**src/hw/gpp_pkg.sv**
```systemverilog
package gpp_pkg;
  // Register byte offsets, one aligned word each
  localparam logic [11:0] OFF_PIN_LEVEL = 12'h0000;
  localparam logic [11:0] OFF_LATCH     = 12'h0004;
  localparam logic [11:0] OFF_DIR       = 12'h0008;
  localparam logic [11:0] OFF_ANSEL     = 12'h000C;
  localparam logic [11:0] OFF_WPU       = 12'h0010;
  localparam logic [11:0] OFF_THRESH    = 12'h0014;
  localparam logic [11:0] OFF_SLEW      = 12'h0018;
  localparam logic [11:0] OFF_OD        = 12'h001C;
  // Reset values, sliced to the port width by the users
  localparam logic [31:0] RST_LATCH     = 32'h0000_0000;
  localparam logic [31:0] RST_DIR       = 32'hFFFF_FFFF;
  localparam logic [31:0] RST_ANSEL     = 32'h0000_0000;
  localparam logic [31:0] RST_WPU       = 32'h0000_0000;
  localparam logic [31:0] RST_THRESH    = 32'h0000_0000;
  localparam logic [31:0] RST_SLEW      = 32'hFFFF_FFFF;
  localparam logic [31:0] RST_OD        = 32'h0000_0000;
  // AXI4-Lite responses
  localparam logic [1:0]  RESP_OKAY     = 2'h0;
  localparam logic [1:0]  RESP_SLVERR   = 2'h2;
endpackage : gpp_pkg

```
**src/hw/gpp_mux_if.sv**
```systemverilog
`timescale 1ns/1ns
`default_nettype none
interface gpp_mux_if #(
  parameter int N = 8
);
  logic [N-1:0] latch;
  logic [N-1:0] dir;
  logic [N-1:0] ansel;
  logic [N-1:0] od;
  logic [N-1:0] periph_en;
  logic [N-1:0] periph_out;
  logic [N-1:0] aout_en;
  logic [N-1:0] cfg_own;
  logic [N-1:0] cfg_out;
  logic [N-1:0] cfg_oe_b;
  logic [N-1:0] pad_o;
  logic [N-1:0] pad_oe_b;

  modport ctl (
    output latch, dir, ansel, od, periph_en, periph_out,
    output aout_en, cfg_own, cfg_out, cfg_oe_b,
    input  pad_o, pad_oe_b
  );
  modport mux (
    input  latch, dir, ansel, od, periph_en, periph_out,
    input  aout_en, cfg_own, cfg_out, cfg_oe_b,
    output pad_o, pad_oe_b
  );
endinterface : gpp_mux_if
`default_nettype wire

```
**src/hw/gpp_pin_mux.sv**
```systemverilog
`timescale 1ns/1ns
`default_nettype none
module gpp_pin_mux
  import gpp_pkg::*;
#(
  parameter int N = 8
) (
  input  wire logic clk_i,
  input  wire logic rst_b_i,
  gpp_mux_if.mux    m
);

  genvar i;
  generate
    for (i = 0; i < N; i++) begin : g_pin
      logic src;
      logic po;
      logic oe_b;
      assign src = m.periph_en[i] ? m.periph_out[i] : m.latch[i];
      always_comb begin
        if (m.cfg_own[i]) begin
          po   = m.cfg_out[i];
          oe_b = m.cfg_oe_b[i];
        end else if (m.aout_en[i]) begin
          po   = 1'b0;
          oe_b = 1'b1;
        end else begin
          po   = src;
          oe_b = m.dir[i] | (m.od[i] & src);
        end
      end
      assign m.pad_o[i]    = po;
      assign m.pad_oe_b[i] = oe_b;

    end
  endgenerate
endmodule : gpp_pin_mux
`default_nettype wire

```
**src/hw/gpp_port.sv**
```systemverilog
// Implementation choices: register access over AXI4-Lite and the register addresses.
`timescale 1ns/1ns
`default_nettype none
module gpp_port
  import gpp_pkg::*;
#(
  parameter int N = 8
) (
  input  wire logic         clk_i,
  input  wire logic         rst_b_i,
  // AXI4-Lite slave
  input  wire logic [11:0]  s_awaddr_i,
  input  wire logic         s_awvalid_i,
  output logic              s_awready_o,
  input  wire logic [31:0]  s_wdata_i,
  input  wire logic [3:0]   s_wstrb_i,
  input  wire logic         s_wvalid_i,
  output logic              s_wready_o,
  output logic [1:0]        s_bresp_o,
  output logic              s_bvalid_o,
  input  wire logic         s_bready_i,
  input  wire logic [11:0]  s_araddr_i,
  input  wire logic         s_arvalid_i,
  output logic              s_arready_o,
  output logic [31:0]       s_rdata_o,
  output logic [1:0]        s_rresp_o,
  output logic              s_rvalid_o,
  input  wire logic         s_rready_i,
  // Pins, enable low while driving
  input  wire logic [N-1:0] pad_i,
  output logic [N-1:0]      pad_o,
  output logic [N-1:0]      pad_oe_b_o,
  output logic [N-1:0]      pullup_en_o,
  output logic [N-1:0]      thresh_sel_o,
  output logic [N-1:0]      slew_lim_o,
  // Digital input to peripherals, analog input switch
  output logic [N-1:0]      din_o,
  output logic [N-1:0]      ana_in_en_o,
  // Peripheral pin select, analog output, configuration owners
  input  wire logic [N-1:0] periph_en_i,
  input  wire logic [N-1:0] periph_out_i,
  input  wire logic [N-1:0] aout_en_i,
  input  wire logic [N-1:0] cfg_own_i,
  input  wire logic [N-1:0] cfg_out_i,
  input  wire logic [N-1:0] cfg_oe_b_i
);

  logic [N-1:0]  latch_q;
  logic [N-1:0]  dir_q;
  logic [N-1:0]  ansel_q;
  logic [N-1:0]  wpu_q;
  logic [N-1:0]  thresh_q;
  logic [N-1:0]  slew_q;
  logic [N-1:0]  od_q;
  logic [N-1:0]  sync1_q;
  logic [N-1:0]  sync2_q;
  logic [N-1:0]  din_q;
  logic [N-1:0]  pad_q;
  logic [N-1:0]  pad_oe_b_q;
  logic          aw_have_q;
  logic [11:0]   aw_addr_q;
  logic          w_have_q;
  logic [31:0]   w_data_q;
  logic [3:0]    w_strb_q;
  logic          bvalid_q;
  logic [1:0]    bresp_q;
  logic          rvalid_q;
  logic [1:0]    rresp_q;
  logic [31:0]   rdata_q;
  logic          wr_fire;
  logic          wr_hit;
  logic [N-1:0]  wmask;
  logic          rd_fire;
  logic [N-1:0]  rd_val;
  logic          rd_hit;

  gpp_mux_if #(.N(N)) mif ();

  // Write channel: address and data taken in either order
  assign s_awready_o = !aw_have_q && !bvalid_q;
  assign s_wready_o  = !w_have_q && !bvalid_q;
  assign wr_fire     = aw_have_q && w_have_q && !bvalid_q;
  assign s_bvalid_o  = bvalid_q;
  assign s_bresp_o   = bresp_q;

  always_ff @(posedge clk_i or negedge rst_b_i) begin
    if (!rst_b_i) begin
      aw_have_q <= 1'b0;
      aw_addr_q <= 12'h000;
    end else if (s_awvalid_i && s_awready_o) begin
      aw_have_q <= 1'b1;
      aw_addr_q <= s_awaddr_i;
    end else if (wr_fire) begin
      aw_have_q <= 1'b0;
    end
  end

  always_ff @(posedge clk_i or negedge rst_b_i) begin
    if (!rst_b_i) begin
      w_have_q <= 1'b0;
      w_data_q <= 32'h0000_0000;
      w_strb_q <= 4'h0;
    end else if (s_wvalid_i && s_wready_o) begin
      w_have_q <= 1'b1;
      w_data_q <= s_wdata_i;
      w_strb_q <= s_wstrb_i;
    end else if (wr_fire) begin
      w_have_q <= 1'b0;
    end
  end

  always_comb begin
    unique case ({aw_addr_q[11:2], 2'b00})
      OFF_PIN_LEVEL, OFF_LATCH, OFF_DIR, OFF_ANSEL,
      OFF_WPU, OFF_THRESH, OFF_SLEW, OFF_OD: wr_hit = 1'b1;
      default: wr_hit = 1'b0;
    endcase
  end

  always_ff @(posedge clk_i or negedge rst_b_i) begin
    if (!rst_b_i) begin
      bvalid_q <= 1'b0;
      bresp_q  <= RESP_OKAY;
    end else if (wr_fire) begin
      bvalid_q <= 1'b1;
      bresp_q  <= wr_hit ? RESP_OKAY : RESP_SLVERR;
    end else if (s_bready_i) begin
      bvalid_q <= 1'b0;
    end
  end

  // Byte strobes widen to a bit mask
  genvar b;
  generate
    for (b = 0; b < N; b++) begin : g_mask
      assign wmask[b] = w_strb_q[b / 8];
    end
  endgenerate

  function automatic logic [N-1:0] merge(input logic [N-1:0] old_v);
    merge = (old_v & ~wmask) | (w_data_q[N-1:0] & wmask);
  endfunction : merge

  always_ff @(posedge clk_i or negedge rst_b_i) begin
    if (!rst_b_i) begin
      latch_q <= RST_LATCH[N-1:0];
    end else if (wr_fire && ((aw_addr_q[11:2] == OFF_LATCH[11:2]) ||
                             (aw_addr_q[11:2] == OFF_PIN_LEVEL[11:2]))) begin
      latch_q <= merge(latch_q);
    end
  end

  always_ff @(posedge clk_i or negedge rst_b_i) begin
    if (!rst_b_i) begin
      dir_q    <= RST_DIR[N-1:0];
      ansel_q  <= RST_ANSEL[N-1:0];
      wpu_q    <= RST_WPU[N-1:0];
      thresh_q <= RST_THRESH[N-1:0];
      slew_q   <= RST_SLEW[N-1:0];
      od_q     <= RST_OD[N-1:0];
    end else if (wr_fire) begin
      if (aw_addr_q[11:2] == OFF_DIR[11:2]) begin
        dir_q <= merge(dir_q);
      end
      if (aw_addr_q[11:2] == OFF_ANSEL[11:2]) begin
        ansel_q <= merge(ansel_q);
      end
      if (aw_addr_q[11:2] == OFF_WPU[11:2]) begin
        wpu_q <= merge(wpu_q);
      end
      if (aw_addr_q[11:2] == OFF_THRESH[11:2]) begin
        thresh_q <= merge(thresh_q);
      end
      if (aw_addr_q[11:2] == OFF_SLEW[11:2]) begin
        slew_q <= merge(slew_q);
      end
      if (aw_addr_q[11:2] == OFF_OD[11:2]) begin
        od_q <= merge(od_q);
      end
    end
  end

  // Pins are asynchronous; two stages before any use
  always_ff @(posedge clk_i or negedge rst_b_i) begin
    if (!rst_b_i) begin
      sync1_q <= '0;
      sync2_q <= '0;
    end else begin
      sync1_q <= pad_i;
      sync2_q <= sync1_q;
    end
  end

  // analog select blocks buffer
  // Blocked buffer reads zero, so half-level pins cannot toggle logic
  always_ff @(posedge clk_i or negedge rst_b_i) begin
    if (!rst_b_i) begin
      din_q <= '0;
    end else begin
      din_q <= sync2_q & ~ansel_q;
    end
  end

  // Read channel: one read at a time, answer one cycle later
  assign s_arready_o = !rvalid_q;
  assign rd_fire     = s_arvalid_i && s_arready_o;
  assign s_rvalid_o  = rvalid_q;
  assign s_rdata_o   = rdata_q;
  assign s_rresp_o   = rresp_q;

  always_comb begin
    rd_val = '0;
    rd_hit = 1'b1;
    unique case ({s_araddr_i[11:2], 2'b00})
      OFF_PIN_LEVEL: rd_val = din_q;
      OFF_LATCH:     rd_val = latch_q;
      OFF_DIR:       rd_val = dir_q;
      OFF_ANSEL:     rd_val = ansel_q;
      OFF_WPU:       rd_val = wpu_q;
      OFF_THRESH:    rd_val = thresh_q;
      OFF_SLEW:      rd_val = slew_q;
      OFF_OD:        rd_val = od_q;
      default:       rd_hit = 1'b0;
    endcase
  end

  always_ff @(posedge clk_i or negedge rst_b_i) begin
    if (!rst_b_i) begin
      rvalid_q <= 1'b0;
      rresp_q  <= RESP_OKAY;
      rdata_q  <= 32'h0000_0000;
    end else if (rd_fire) begin
      rvalid_q <= 1'b1;
      rresp_q  <= rd_hit ? RESP_OKAY : RESP_SLVERR;
      rdata_q  <= 32'(rd_val);
    end else if (s_rready_i) begin
      rvalid_q <= 1'b0;
    end
  end

  // Pin arbitration
  assign mif.latch      = latch_q;
  assign mif.dir        = dir_q;
  assign mif.ansel      = ansel_q;
  assign mif.od         = od_q;
  assign mif.periph_en  = periph_en_i;
  assign mif.periph_out = periph_out_i;
  assign mif.aout_en    = aout_en_i;
  assign mif.cfg_own    = cfg_own_i;
  assign mif.cfg_out    = cfg_out_i;
  assign mif.cfg_oe_b   = cfg_oe_b_i;

  gpp_pin_mux #(.N(N)) u_mux (
    .clk_i   (clk_i),
    .rst_b_i (rst_b_i),
    .m       (mif.mux)
  );

  // Registered pin drive costs one cycle but keeps pads glitch free
  always_ff @(posedge clk_i or negedge rst_b_i) begin
    if (!rst_b_i) begin
      pad_q      <= '0;
      pad_oe_b_q <= '1;
    end else begin
      pad_q      <= mif.pad_o;
      pad_oe_b_q <= mif.pad_oe_b;
    end
  end

  assign pad_o        = pad_q;
  assign pad_oe_b_o   = pad_oe_b_q;
  assign pullup_en_o  = wpu_q;
  assign thresh_sel_o = thresh_q;
  assign slew_lim_o   = slew_q;
  assign din_o        = din_q;
  assign ana_in_en_o  = ansel_q;
endmodule : gpp_port
`default_nettype wire

```
**config.mk**
```make
export PLATFORM = sky130hd
export DESIGN_NAME = gpp_port
export DESIGN_NICKNAME = d
export VERILOG_FILES = /design/src/hw/gpp_pkg.sv /design/src/hw/gpp_mux_if.sv /design/src/hw/gpp_pin_mux.sv /design/src/hw/gpp_port.sv
export SDC_FILE = /design/constraint.sdc
export NUM_CORES = 1
export LEC_CHECK = 0
export BUFFER_PORTS_ARGS = -buffer_cell sky130_fd_sc_hd__buf_2
export CAP_MARGIN = 5
export CELL_PAD_IN_SITES_DETAIL_PLACEMENT = 1
export CELL_PAD_IN_SITES_GLOBAL_PLACEMENT = 2
export CORE_UTILIZATION = 29
export DETAILED_ROUTE_END_ITERATION = 10
export PLACE_DENSITY = 0.88
export SLEW_MARGIN = 40
export SYNTH_ARGS = -nofsm -noshare
export SYNTH_HDL_FRONTEND = slang
export SYNTH_SLANG_ARGS = --single-unit
```
**constraint.sdc**
```tcl
create_clock -name clk_i -period 2.15 [get_ports clk_i]
set_clock_uncertainty 0.05 [all_clocks]
set_input_delay 0.1075 -clock clk_i [delete_from_list [all_inputs] [get_ports clk_i]]
set_output_delay 0.1075 -clock clk_i [all_outputs]
set_load 0.03 [all_outputs]
```
==> impl_results.md <==
- Worst-path clk slew: around 0.060 ns
- GRT overflow: 0
- Peak VDD IR: approximately 800 uV
- Clk_lat worst skew: between 0.4 and 0.5 ns
- Flop2flop setup slack: approximately 0.052 ns
- Ratio of cells with drive above 1 in the final layout: 0.532
- Buffers on Ports: ~160
- Dominant synthesized flop cell: dfrtp_1
- Top-count cell post-synth: dfrtp_1
- Final slew viol count: 0
- Post-DP Area: 0.00672 mm^2
- Die area: around 0.020 mm^2
- DRC: 0
- Post-Place Setup Slack: -0.0117 ns
- RSZ-0062 raised after global routing: false
- Placed cell count: 780
- First-pass DRT Iterations: 4
- Crit end category: flip-flop
- Layout Nets: 751
- Largest area contributor in the netlist: dfrtp_1
- Initial Utilization: 0.298
- Mux contribution to synthesized area: 0.246
- Final ANT Viol Nets: 0
- Yosys reg bits: about 130
- Mean post-synth cell area: 14.9 um^2
- Crit Path Category: flip-flop to flip-flop
- Pleak: slightly below 4 nW
- Sequential element share of the synthesized area: 0.583
- R2R Path Start: aw_addr_q[8]
- Chip Width: 141 um
- Critical path, cell by cell: or4_1, buf_6, nor4_4, buf_12, mux2_2
- Drt via density: between 4 and 5
- Fin crit period: ~2.1 ns
- Crit-path max FO: 8
- GRT Total Usage: 0.170
- Largest family of logic cells by synthesized area: multiplexers
- Worst setup startpoint: aw_addr_q[8]
- Die height: around 140 um
- CP max stage delay: roughly 0.53 ns
- FFs w/ async S/R, synth: 1.00
- Initial DRC count: around 130
- Hold Slack: 0.0822 ns
- Cell area power density: about 930 mW/mm^2
- Synth top cells by count: dfrtp_1, mux2_2, buf_4
- Routed via count: between 4,000 and 5,000
- Largest net degree at the start of global routing: between 50 and 60
- First-pass GRT wire length: roughly 25,000 um
- Reg2Reg Depth: 5
- Setup bufs post-CTS: 0
- Layout Cells excl Fill: between 800 and 900
- Cells after Synth: ~380
- Post-synthesis compound-gate area fraction: 0.0450
- Initial antenna violation count: 2
- Clock Tree Buf Depth: 2
- Adder-Cell Fraction of Synth Area: 0
- CP max-delay cell: or4_1
- Drt wl/cell: approximately 18 um
- # setup viols final: 0
- Max Cap Viol: 0
- CP startpoint kind: flip-flop
- Slew @ Worst Pin: just under 0.6 ns
- Setup ws final: 0.0518 ns
- WP data arrival: 2.34 ns
- Routed WL: approximately 16,000 um
- Core Footprint: between 0.015 and 0.02 mm^2
- Status: completed
- # fillers: between 2,000 and 2,500
- Simple-gate share of the synthesized area: 0.0815
- CTS Sinks: 129
- Post-synth cell types: 36
- F_max: between 400 and 500 MHz
- Clock root buffer: clkbuf_16
- TritonCTS buffer count: 17
- Slew headroom: 0.605
- Final Cycle Share: 0.976
- CTS tree: built
- H-Tree Depth: 4
- Storage element area: ~0.0033 mm^2
- Yosys top cell area share: 0.470
- Multi-input gate area: 0.00218 mm^2
- Row count: 50
- Hold crit path type: primary input to flip-flop
- Vias in the first global route: 4,554
- Yosys warns: 0
- Area growth from synthesis to layout: 42.6%
- Number of synthesized flops with an enable pin: 0
- # IOs: 220
- Final instance area: ~0.008 mm^2
- Synth top area cells: dfrtp_1, mux2_2, dfstp_2
- CP required: about 2.4 ns
- Hold Vio Cnt, Final: 0
- Mapped cell area: roughly 0.0056 mm^2
- Routability cong.: between 0.7 and 0.8
- Dpl hpwl: about 11,000 um
- Post-Synth XOR/XNOR Area: 0
- Post-route setup TNS: 0 ns
[final cells by class]
class,instances,area share
Antenna cell,2,0.000628
Clock buffer,26,0.0639
Clock inverter,6,0.0101
Inverter,2,0.000943
Multi-Input combinational cell,234,0.274
Sequential cell,129,0.409
Tap cell,234,0.0368
Timing Repair Buffer,244,0.204
[worst min path at each step]
| stage | startpoint | slack (ns) | to | cells past startpoint |
|---|---|---|---|---|
| 6_report | s_arvalid_i | 0.08 | s_rresp_o[1] | 3 |
| 5_1_grt | s_arvalid_i | 0.09 | s_rresp_o[1] | 3 |
| 4_1_cts | s_arvalid_i | 0.07 | s_rresp_o[1] | 3 |
| 3_5_place_dp | rst_b_i | 0.05 | pad_o[1] | 1 |
| 3_3_place_gp | rst_b_i | 0.04 | pad_o[1] | 1 |
| 2_1_floorplan | rst_b_i | -0.24 | asynchronous set/reset pin | 0 |
[cell usage in the layout (no fill, tap or decap), drive strengths merged, types with 3 or more instances in the layout]
| cell | Yosys | final |
|---|---|---|
| nand2 | 18 | 18 |
| or4bb | 3 | 3 |
| clkbuf | 7 | 26 |
| o21ai | 19 | 19 |
| dlygate4sd3 | 0 | 63 |
| a211oi | 8 | 8 |
| a22o | 8 | 8 |
| buf | 29 | 181 |
| dfrtp | 105 | 105 |
| conb | 1 | 26 |
| mux2 | 83 | 83 |
| dfstp | 24 | 24 |
| mux4 | 16 | 16 |
| mux2i | 8 | 8 |
| nor2b | 9 | 9 |
| nor4 | 8 | 8 |
| clkinv | 0 | 4 |
| nor2 | 10 | 10 |
[routing by layer]
layer,part of all wire,vias to the layer above,GRT usage
met4,0.019,0,0.0601
li1,-,1839,-
met1,0.42,2082,0.200
met3,0.054,24,0.0513
met5,0,-,0
met2,0.51,134,0.294
[worst max-delay path: cells and delay by family (launching register included)]
kind	cells	cell delay, ns
buffers and inverters	2	0.37
AND/OR/NAND/NOR	2	0.83
flip-flops	1	0.37
multiplexers	1	0.34
[report_power, final]
group | switching, W | internal (W) | total (W)
clock network | 0.00102 | 0.00185 | 0.00287
logic | 0.000768 | 0.000625 | 0.00139
registers | 0.000359 | 0.00276 | 0.00312
total | 0.00215 | 0.00524 | 0.00738
[what timing repair did]
| item | CTS | global route |
|---|---|---|
| pin swaps | 2 | 2 |
| hold buffers | 63 | 0 |
| hold endpoints to repair | 96 | 0 |
| setup endpoints to repair | 11 | 43 |
| gates resized for setup | 0 | 6 |
[kinds of logic after synthesis]
group | after synthesis
flip-flops | 129
multiplexers | 107
other | 1
AO/OA/AOI/OAI | 39
AND/OR/NAND/NOR | 62
buffers and inverters | 38
[stage by stage]
stage / utilization / total power (W)
final: 0.424 / 0.00738
after global routing: 0.424 / 0.00772
after CTS: 0.423 / 0.00745
after detailed placement: 0.358 / 0.00443
after global placement: 0.358 / 0.00433
after floorplan: - / 0.00398
Power figures use the tool's default switching activity.
